--- src/rtl/csr_pkg.sv ---
package csr_pkg;

  localparam int CSR_ADDR_W = 8;
  localparam int CSR_DATA_W = 8;

  localparam logic [CSR_ADDR_W-1:0] CSR_CUR_ADDR = 8'h04;
  localparam logic [CSR_ADDR_W-1:0] CSR_VTH_ADDR = 8'h05;

  // Charge current register fields
  localparam int CSR_CUR_UNUSED_BIT = 7;
  localparam int CSR_FAST_MSB = 6;
  localparam int CSR_FAST_LSB = 2;
  localparam int CSR_TRK_MSB = 1;
  localparam int CSR_TRK_LSB = 0;

  // Voltage threshold register fields
  localparam int CSR_RDIS_BIT = 7;
  localparam int CSR_RTH_MSB = 6;
  localparam int CSR_RTH_LSB = 5;
  localparam int CSR_DEAD_MSB = 4;
  localparam int CSR_DEAD_LSB = 3;
  localparam int CSR_WEAK_MSB = 2;
  localparam int CSR_WEAK_LSB = 0;

  // Reset values
  localparam logic [4:0] CSR_FAST_RST_DEF = 5'h09;
  localparam logic [1:0] CSR_TRK_RST = 2'h2;
  localparam logic CSR_RDIS_RST = 1'b0;
  localparam logic [1:0] CSR_RTH_RST = 2'h3;
  localparam logic [1:0] CSR_DEAD_RST = 2'h1;
  localparam logic [2:0] CSR_WEAK_RST = 3'h3;

  // Fast codes at and above this all select the top current
  localparam logic [4:0] CSR_FAST_SAT = 5'h17;

  // Decoded levels
  localparam logic [6:0] CSR_TRK_MA_0 = 7'h05;
  localparam logic [6:0] CSR_TRK_MA_1 = 7'h0a;
  localparam logic [6:0] CSR_TRK_MA_2 = 7'h14;
  localparam logic [6:0] CSR_TRK_MA_3 = 7'h50;
  localparam logic [8:0] CSR_RTH_MV_0 = 9'h050;
  localparam logic [8:0] CSR_RTH_MV_UNDEF = 9'h000;
  localparam logic [8:0] CSR_RTH_MV_2 = 9'h0c8;
  localparam logic [8:0] CSR_RTH_MV_3 = 9'h104;
  localparam logic [5:0] CSR_DEAD_DV_0 = 6'h14;
  localparam logic [5:0] CSR_DEAD_DV_1 = 6'h19;
  localparam logic [5:0] CSR_DEAD_DV_2 = 6'h1a;
  localparam logic [5:0] CSR_DEAD_DV_3 = 6'h1d;
  localparam logic [5:0] CSR_WEAK_DV_BASE = 6'h1b;

  typedef struct packed {
    logic [4:0] fast_current_code;
    logic [1:0] trickle_current_code;
    logic recharge_disable;
    logic [1:0] recharge_threshold_code;
    logic [1:0] dead_battery_threshold_code;
    logic [2:0] weak_battery_threshold_code;
  } csr_cfg_t;

  typedef struct packed {
    logic [4:0] fast_code_eff;
    logic [6:0] trickle_ma;
    logic recharge_enable;
    logic [8:0] recharge_mv;
    logic [5:0] dead_dv;
    logic [5:0] weak_dv;
  } csr_levels_t;

endpackage : csr_pkg

--- src/rtl/csr_setpoint_regs.sv ---
module csr_setpoint_regs #(
  parameter logic [4:0] FAST_RST = csr_pkg::CSR_FAST_RST_DEF
) (
  input wire logic i_clk,
  input wire logic i_rst,
  input wire logic i_wr_en,
  input wire logic i_rd_en,
  input wire logic [csr_pkg::CSR_ADDR_W-1:0] i_addr,
  input wire logic [csr_pkg::CSR_DATA_W-1:0] i_wdata,
  output logic [csr_pkg::CSR_DATA_W-1:0] o_rdata,
  output logic o_rd_valid,
  output csr_pkg::csr_cfg_t o_cfg,
  output csr_pkg::csr_levels_t o_levels
);
  import csr_pkg::*;

  function automatic logic [6:0] trk_ma(input logic [1:0] code);
    logic [6:0] v;
    v = CSR_TRK_MA_0;
    unique case (code)
      2'h0: v = CSR_TRK_MA_0;
      2'h1: v = CSR_TRK_MA_1;
      2'h2: v = CSR_TRK_MA_2;
      2'h3: v = CSR_TRK_MA_3;
    endcase
    return v;
  endfunction : trk_ma

  function automatic logic [8:0] rth_mv(input logic [1:0] code);
    logic [8:0] v;
    v = CSR_RTH_MV_UNDEF;
    unique case (code)
      2'h0: v = CSR_RTH_MV_0;
      2'h1: v = CSR_RTH_MV_UNDEF;
      2'h2: v = CSR_RTH_MV_2;
      2'h3: v = CSR_RTH_MV_3;
    endcase
    return v;
  endfunction : rth_mv

  function automatic logic [5:0] dead_dv(input logic [1:0] code);
    logic [5:0] v;
    v = CSR_DEAD_DV_0;
    unique case (code)
      2'h0: v = CSR_DEAD_DV_0;
      2'h1: v = CSR_DEAD_DV_1;
      2'h2: v = CSR_DEAD_DV_2;
      2'h3: v = CSR_DEAD_DV_3;
    endcase
    return v;
  endfunction : dead_dv

  csr_cfg_t cfg_reg;
  csr_cfg_t cfg_next;
  logic [CSR_DATA_W-1:0] rdata_reg;
  logic [CSR_DATA_W-1:0] rdata_next;
  logic rd_valid_reg;

  wire logic sel_cur = (i_addr == CSR_CUR_ADDR);
  wire logic sel_vth = (i_addr == CSR_VTH_ADDR);
  wire logic wr_cur = i_wr_en && sel_cur;
  wire logic wr_vth = i_wr_en && sel_vth;

  // Unused bit 7 is simply never stored
  wire logic [CSR_DATA_W-1:0] cur_view = {1'b0, cfg_reg.fast_current_code,
                                          cfg_reg.trickle_current_code};
  wire logic [CSR_DATA_W-1:0] vth_view = {cfg_reg.recharge_disable,
                                          cfg_reg.recharge_threshold_code,
                                          cfg_reg.dead_battery_threshold_code,
                                          cfg_reg.weak_battery_threshold_code};

  always_comb begin
    cfg_next = cfg_reg;
    if (wr_cur) begin
      cfg_next.fast_current_code = i_wdata[CSR_FAST_MSB:CSR_FAST_LSB];
      cfg_next.trickle_current_code = i_wdata[CSR_TRK_MSB:CSR_TRK_LSB];
    end
    if (wr_vth) begin
      cfg_next.recharge_disable = i_wdata[CSR_RDIS_BIT];
      cfg_next.recharge_threshold_code = i_wdata[CSR_RTH_MSB:CSR_RTH_LSB];
      cfg_next.dead_battery_threshold_code = i_wdata[CSR_DEAD_MSB:CSR_DEAD_LSB];
      cfg_next.weak_battery_threshold_code = i_wdata[CSR_WEAK_MSB:CSR_WEAK_LSB];
    end
  end

  // Unmapped reads return zero rather than stale data
  assign rdata_next = !i_rd_en ? rdata_reg :
                      sel_cur ? cur_view :
                      sel_vth ? vth_view : '0;

  always_ff @(posedge i_clk) begin
    if (i_rst) begin
      cfg_reg.fast_current_code <= FAST_RST;
      cfg_reg.trickle_current_code <= CSR_TRK_RST;
      cfg_reg.recharge_disable <= CSR_RDIS_RST;
      cfg_reg.recharge_threshold_code <= CSR_RTH_RST;
      cfg_reg.dead_battery_threshold_code <= CSR_DEAD_RST;
      cfg_reg.weak_battery_threshold_code <= CSR_WEAK_RST;
      rdata_reg <= '0;
      rd_valid_reg <= 1'b0;
    end else begin
      cfg_reg <= cfg_next;
      rdata_reg <= rdata_next;
      rd_valid_reg <= i_rd_en;
    end
  end

  assign o_cfg = cfg_reg;
  assign o_rdata = rdata_reg;
  assign o_rd_valid = rd_valid_reg;

  // Stored code is kept as written so it reads back; the charge loop sees it clamped
  wire logic fast_sat = (cfg_reg.fast_current_code >= CSR_FAST_SAT);
  assign o_levels.fast_code_eff = fast_sat ? CSR_FAST_SAT : cfg_reg.fast_current_code;
  assign o_levels.trickle_ma = trk_ma(cfg_reg.trickle_current_code);
  assign o_levels.recharge_enable = !cfg_reg.recharge_disable;
  assign o_levels.recharge_mv = rth_mv(cfg_reg.recharge_threshold_code);
  assign o_levels.dead_dv = dead_dv(cfg_reg.dead_battery_threshold_code);
  assign o_levels.weak_dv = CSR_WEAK_DV_BASE
                            + {3'h0, cfg_reg.weak_battery_threshold_code};
endmodule : csr_setpoint_regs

--- config.mk ---
export PLATFORM = sky130hd
export DESIGN_NAME = csr_setpoint_regs
export DESIGN_NICKNAME = d
export VERILOG_FILES = /design/src/rtl/csr_pkg.sv /design/src/rtl/csr_setpoint_regs.sv
export SDC_FILE = /design/constraint.sdc
export NUM_CORES = 1
export LEC_CHECK = 0
export BUFFER_PORTS_ARGS = -buffer_cell sky130_fd_sc_hd__clkbuf_2
export CAP_MARGIN = 20
export CELL_PAD_IN_SITES_DETAIL_PLACEMENT = 0
export CELL_PAD_IN_SITES_GLOBAL_PLACEMENT = 2
export CORE_MARGIN = 4
export CORE_UTILIZATION = 21
export DETAILED_ROUTE_END_ITERATION = 12
export PLACE_DENSITY = 0.73
export SLEW_MARGIN = 20
export SYNTH_ARGS = -nofsm -noshare
export SYNTH_HDL_FRONTEND = slang
export SYNTH_SLANG_ARGS = --single-unit
export TNS_END_PERCENT = 1
--- constraint.sdc ---
create_clock -name i_clk -period 1.3 [get_ports i_clk]
set_input_delay 0.195 -clock i_clk [delete_from_list [all_inputs] [get_ports i_clk]]
set_output_delay 0.195 -clock i_clk [all_outputs]
set_load 0.02 [all_outputs]
==> flow_summary.json, run 1 <==
{
  "grt_use_total": 0.0933,
  "design_area_um2": 1990,
  "leakagePower_nw": 1.02,
  "worst_slack_ns": -0.0897,
  "slew_headroom": 0.662,
  "dp_hpwl_um": 2910,
  "grt_max_degree": 31,
  "finalClockSkew_ns": 0.00439,
  "crit_required_ns": 1.11,
  "fin_crit_ns": 1.39,
  "synth_warnings": 0,
  "hold_depth": 3,
  "synth_edf_count": 0,
  "grt_first_pass_wirelength_um": 5820,
  "rows": 29,
  "synth.top_cells.by_area": "dfxtp_1, mux2i_1, nand2b_1, mux2_2, ha_1",
  "r2r_slack_ns": 0.27,
  "grt_setup_unrepaired": "true",
  "cts_buffer_depth": 2,
  "holdPathEnd": "o_cfg[7]$_SDFFE_PP0P_",
  "tightest_slew_ns": 0.508,
  "cts-buffers-inserted": 3,
  "drc": 0,
  "port-buffer-count": 71,
  "cts_tree": "done",
  "core_um2": 6350,
  "dp.cells": 299,
  "layout.area.seq_um2": 502,
  "die_x_um": 89.0,
  "outcome": "complete, but fails checks",
  "drive_above_1_share": 0.526,
  "seq_area_frac_synth": 0.348,
  "floorplan.initialDensity": 0.217,
  "final.fill_count": 679,
  "gp_congestion": 0.676,
  "dieHeight_um": 89.0,
  "drt_iter0_markers": 58,
  "p_sw_frac": 0.233,
  "yosysTopAreaCell": "dfxtp_1",
  "drv_slew": 0,
  "nets": 255,
  "startpoint_type": "flip-flop",
  "synth_top_flop_cell": "dfxtp_1",
  "ctsHtreeMaxLevel": 1,
  "clkSlewWorstSetupHoldPaths_ns": 0.09,
  "syn-cell-area_um2": 1380,
  "clk_latency_ns": 0.27,
  "viasPerCell": 4.07,
  "final_cells": 305,
  "dr.pass1.iters": 3,
  "p_sw_mw": 0.321,
  "dr_total_vias": 1241,
  "wl_per_cell_um": 12.2,
  "holdCritStartpoint": "i_wdata[7]",
  "path_class": "flip-flop to primary output",
  "combPwrFrac": 0.101,
  "cts_sinks": 24,
  "ys_async_sr_fraction": 0,
  "r2r_start": "o_cfg[3]$_SDFFE_PP1P_",
  "endpoint_kind": "primary output",
  "clockPowerShare": 0.369,
  "p_int_mw": 1.06,
  "synthTopCellsByCount": "dfxtp_1, nand2b_1, nor2_1",
  "p_per_area_nw_per_um2": 694,
  "cap_viol_max_count": 0,
  "synth_top_area_share": 0.348,
  "min_path_type": "input pin to flip-flop",
  "dieArea_um2": 7930,
  "cts_hold_buf": 0,
  "r2r_end": "o_rdata[3]$_SDFFE_PP0P_",
  "area_delta_synth_final_pct": 44.5,
  "ios": 78,
  "place_area_um2": 1810,
  "multi_input_area_um2": 796,
  "r2r_cells": 4,
  "setup_violations": 3,
  "yosys_register_bits": 24,
  "cp.arrival_ns": 1.19,
  "syn_inst": 156,
  "failed_checks": "negative setup slack",
  "p_seq_frac": 0.530,
  "antenna_found_initial": 0,
  "synth_cell_types": 23,
  "grt_pass1_vias": 1240,
  "antenna_left": 0,
  "antenna_cells": 0,
  "wirelength_um": 3710,
  "root_buffer": "clkbuf_8",
  "fin_crit_sh": 1.07,
  "overflow": 0,
  "syn-mean-instance-area_um2": 8.84,
  "final-hold-violation-count": 0,
  "crit_fanout": 2,
  "vdd_ir_drop_max_uv": 333,
  "fmaxAchievable_ghz": 0.720
}
==> how the worst max path moves through the flow <==
| stage | start | end | slack [ns] |
|---|---|---|---|
| 2_1_floorplan | o_cfg[8]$_SDFFE_PP0P_ | o_levels[25] | -0.03 |
| 3_3_place_gp | i_addr[6] | o_cfg[0]$_SDFFE_PP1P_ | 0.002 |
| 3_5_place_dp | i_addr[6] | o_cfg[0]$_SDFFE_PP1P_ | -0.03 |
| 4_1_cts | o_cfg[0]$_SDFFE_PP1P_ | o_levels[2] | -0.09 |
| 5_1_grt | o_cfg[0]$_SDFFE_PP1P_ | o_levels[2] | -0.15 |
| 6_report | o_cfg[0]$_SDFFE_PP1P_ | o_levels[2] | -0.09 |
==> power groups by stage <==
stage / sequential (mW) / combinational (mW) / clock [mW]
after CTS: 0.734 / 0.142 / 0.529
after global placement: 0.756 / 0.141 / 0
after global routing: 0.733 / 0.153 / 0.570
after detailed placement: 0.756 / 0.140 / 0
after floorplan: 0.759 / 0.0939 / 0
final: 0.732 / 0.140 / 0.510
==> sequential cells by signal, indices dropped and copies added, names as in the netlist <==
register	cells
o_rdata	8
o_rd_valid	1
o_cfg	15
==> layer usage <==
metal  GRT usage  routed length (µm)  part of all wire  vias to the layer above
li1            -                   -                 -                      634
met1       0.113                1560              0.42                      560
met2       0.166                1830              0.49                       43
met3      0.0175                 276             0.074                        4
met4      0.0298                  51             0.014                        0
met5           0                   0                 0                        -
==> final cells by class <==
cell class,count,share of cell area
clock buffer,4,0.0276
inverter,13,0.0270
multi-input combinational,105,0.399
sequential,24,0.252
tap,77,0.0484
timing repair buffer,82,0.246
==> stage by stage <==
step	setup slack, ns	hold WS, ns	setup TNS (ns)	total power [mW]	utilization
finish	-0.0897	0.151	-0.159	1.38	0.314
global route	-0.151	0.151	-0.513	1.46	0.314
CTS	-0.0948	0.145	-0.240	1.40	0.309
detailed placement	-0.0297	0.439	-0.150	0.896	0.285
global placement	0.00175	0.438	0	0.896	0.285
floorplan	-0.0343	0.347	-0.0374	0.853	-
==> logic make-up (layout without fill, tap and decap cells) <==
group	after synthesis	after routing	synth area share
simple gates	62	62	0.277
buf+inv	31	99	0.114
flops	24	24	0.348
mux	22	22	0.166
compound gates	9	9	0.0345
fa+ha+maj	6	6	0.0544
other cells	2	6	0.00545
==> cell usage in the layout, fill, tap and decap left out <==
master / count
conb_1: 6
buf_8: 3
mux2_2: 7
dfxtp_4: 3
nand2b_1: 24
buf_6: 2
ha_1: 3
inv_2: 6
ha_4: 3
mux2i_1: 15
a21oi_1: 8
nand3_1: 1
buf_4: 11
nor2_1: 18
and2_1: 2
inv_1: 5
nand4_4: 1
inv_4: 2
dfxtp_1: 13
o21a_1: 1
nand4_1: 7
clkbuf_2: 60
and3_1: 1
nor2_2: 1
nor4b_4: 1
buf_2: 5
nand2_1: 1
nor3_2: 1
clkbuf_8: 5
nor2b_1: 3
dfxtp_2: 8
nand4b_2: 1
==> worst max-delay path: stages (launching register included) <==
cell and delay, ns:
dfxtp_2 0.33, inv_2 0.07, ha_4 0.14, inv_4 0.03, ha_4 0.25, buf_8 0.10
==> timing repair <==
item | 4_1_cts | 5_1_grt
setup buffers | 2 | 0
pin swaps | 2 | 3
setup endpoints to repair | 11 | 18
gates resized for setup | 26 | 23
Power figures use the tool's default switching activity.
==> inputs of run 2 (changes only) <==
--- a/config.mk
+++ b/config.mk
@@ -7,10 +7,8 @@
 export LEC_CHECK = 0
 export BUFFER_PORTS_ARGS = -buffer_cell sky130_fd_sc_hd__clkbuf_2
 export CAP_MARGIN = 20
-export CELL_PAD_IN_SITES_DETAIL_PLACEMENT = 0
-export CELL_PAD_IN_SITES_GLOBAL_PLACEMENT = 2
 export CORE_MARGIN = 4
-export CORE_UTILIZATION = 21
+export CORE_UTILIZATION = 39
 export DETAILED_ROUTE_END_ITERATION = 12
 export PLACE_DENSITY = 0.73
 export SLEW_MARGIN = 20
==> constraint.sdc (replaced) <==
create_clock -name i_clk -period 1.3 [get_ports i_clk]
set_input_delay 0.195 -clock i_clk [delete_from_list [all_inputs] [get_ports i_clk]]
set_output_delay 0.195 -clock i_clk [all_outputs]
set_load 0.1 [all_outputs]
==> flow_summary.json, run 2 (synthesized netlist as in run 1, its figures left out) <==
{
  "outcome": "complete, but fails checks",
  "failed_checks": "negative setup slack",
  "overflow": 0,
  "cts_sinks": 24,
  "r2r_start": "o_cfg[1]$_SDFFE_PP1P_",
  "cts_buffer_depth": 2,
  "utilization": 0.830,
  "cap_viol_max_count": 0,
  "fmaxAchievable_ghz": 0.622,
  "grt_pass1_vias": 1333,
  "min_path_type": "input pin to flip-flop",
  "dp_hpwl_um": 3180,
  "dp.cells": 270,
  "drc": 0,
  "setup_violations": 20,
  "gp_congestion": 0.740,
  "crit_buf_inv": 3,
  "final.fill_count": 196,
  "dieHeight_um": 67.5,
  "worst_slack_ns": -0.308,
  "cts-buffers-inserted": 3,
  "ctsHtreeMaxLevel": 1,
  "dr_total_vias": 1327,
  "finalClockSkew_ns": 0.00236,
  "layout_common_cells": "buf_12, nand2b_1, clkbuf_2",
  "layout.area.seq_um2": 522,
  "grt_setup_unrepaired": "true",
  "antenna_found_initial": 0,
  "holdCritStartpoint": "i_wdata[7]",
  "cts_tree": "done",
  "die_x_um": 67.5,
  "whs_ns": 0.0846,
  "clkSlewWorstSetupHoldPaths_ns": 0.13,
  "final-hold-violation-count": 0,
  "wirelength_um": 4240,
  "dieArea_um2": 4550,
  "crit_path_top_delay_cell": "dfxtp_4",
  "port-buffer-count": 71,
  "dr.pass1.iters": 4,
  "p_per_area_nw_per_um2": 489,
  "ios": 78,
  "final_common_cell": "buf_12",
  "leakagePower_nw": 1.29,
  "crit_required_ns": 1.11,
  "area_delta_synth_final_pct": 103,
  "grt_first_pass_wirelength_um": 6690,
  "root_buffer": "clkbuf_4",
  "core_um2": 3360,
  "antenna_left": 0,
  "drt_iter0_markers": 50,
  "cp.arrival_ns": 1.41,
  "crit_fanout": 2,
  "vdd_ir_drop_max_uv": 565,
  "cts_hold_buf": 0,
  "fin_crit_sh": 1.24,
  "slew_headroom": 0.599,
  "final_cells": 275,
  "clk_latency_ns": 0.33,
  "floorplan.initialDensity": 0.410,
  "antenna_cells": 0,
  "path_class": "flip-flop to primary output",
  "startpoint_type": "flip-flop",
  "multi_input_area_um2": 886,
  "grt_max_degree": 37,
  "nets": 256,
  "endpoint_kind": "primary output",
  "rows": 21,
  "drive_above_1_share": 0.620,
  "critical_path.startpoint": "o_cfg[0]$_SDFFE_PP1P_",
  "crit_family": "flip-flops",
  "fin_crit_ns": 1.61,
  "drv_slew": 0,
  "path_common_cell": "ha_4",
  "tightest_slew_ns": 0.602,
  "largest_register_ffs": 15,
  "path_cells": "clkinvlp_4, ha_4, inv_4, ha_4, buf_12",
  "viasPerCell": 4.83,
  "cp_slowest_stage_delay_ns": 0.38,
  "grt_use_total": 0.198,
  "wl_per_cell_um": 15.4
}
## run 2: changes by cell type in the layout (fill, tap and decap cells not counted), moves of 4 or more
cell	before	now
nor2_1	18	14
dfxtp_1	13	9
buf_2	5	0
buf_12	0	51
clkbuf_2	60	19
clkbuf_8	5	1
dfxtp_4	3	9
## run 2: path summary, 6_finish.rpt
path                            slack, ns                       to  depth (start not counted)
worst max register to register       0.22  o_rdata[1]$_SDFFE_PP0P_                          4
worst max-delay path                -0.31              o_levels[2]                          5
worst min register to register       0.52  o_rdata[6]$_SDFFE_PP0P_                          2
worst min-delay path                 0.08    o_cfg[7]$_SDFFE_PP0P_                          3
## run 2: area by class of cell
type,count,share of cell area
Tap cell,46,0.0206
Clock buffer,4,0.0130
Inverter,13,0.0251
Timing Repair Buffer,83,0.437
Multi-Input combinational cell,105,0.317
Sequential cell,24,0.187
## run 2: per-stage QoR
stage               setup WS [ns]  area (µm²)  total power, mW  TNS [ns]
finish                     -0.308        2790             1.37     -2.43
global route               -0.359        2790             1.41     -3.40
CTS                        -0.292        2780             1.37     -2.37
detailed placement        -0.0391        2610            0.978    -0.249
global placement           0.0108        2610            0.975         0
floorplan                  -0.942        1470            0.932    -19.67
## run 2: where the power goes
part,total [mW],internal (mW),switching (mW)
Sequential,0.721,0.719,0.00191
Combinational,0.230,0.0649,0.165
Clock,0.415,0.172,0.243
## run 2: what timing repair did
item | in CTS | in global routing
pin swaps | 5 | 1
hold endpoints to repair | 0 | 0
gates resized for setup | 42 | 4
buffers inserted | 1 | 0
setup endpoints to repair | 27 | 25
## run 2: worst reg2reg max path, cell delays in order, from the launching register on
cell and delay (ns):
dfxtp_2 0.35, buf_4 0.15, mux2_2 0.27, nand4_1 0.10
a21oi_1 0.08
## run 2: metal layers
metal	vias up	part of all wire	global-route usage
met5	-	0	0
met1	628	0.38	0.212
met4	0	0.022	0.0911
met2	52	0.54	0.368
li1	640	-	-
met3	7	0.061	0.0383
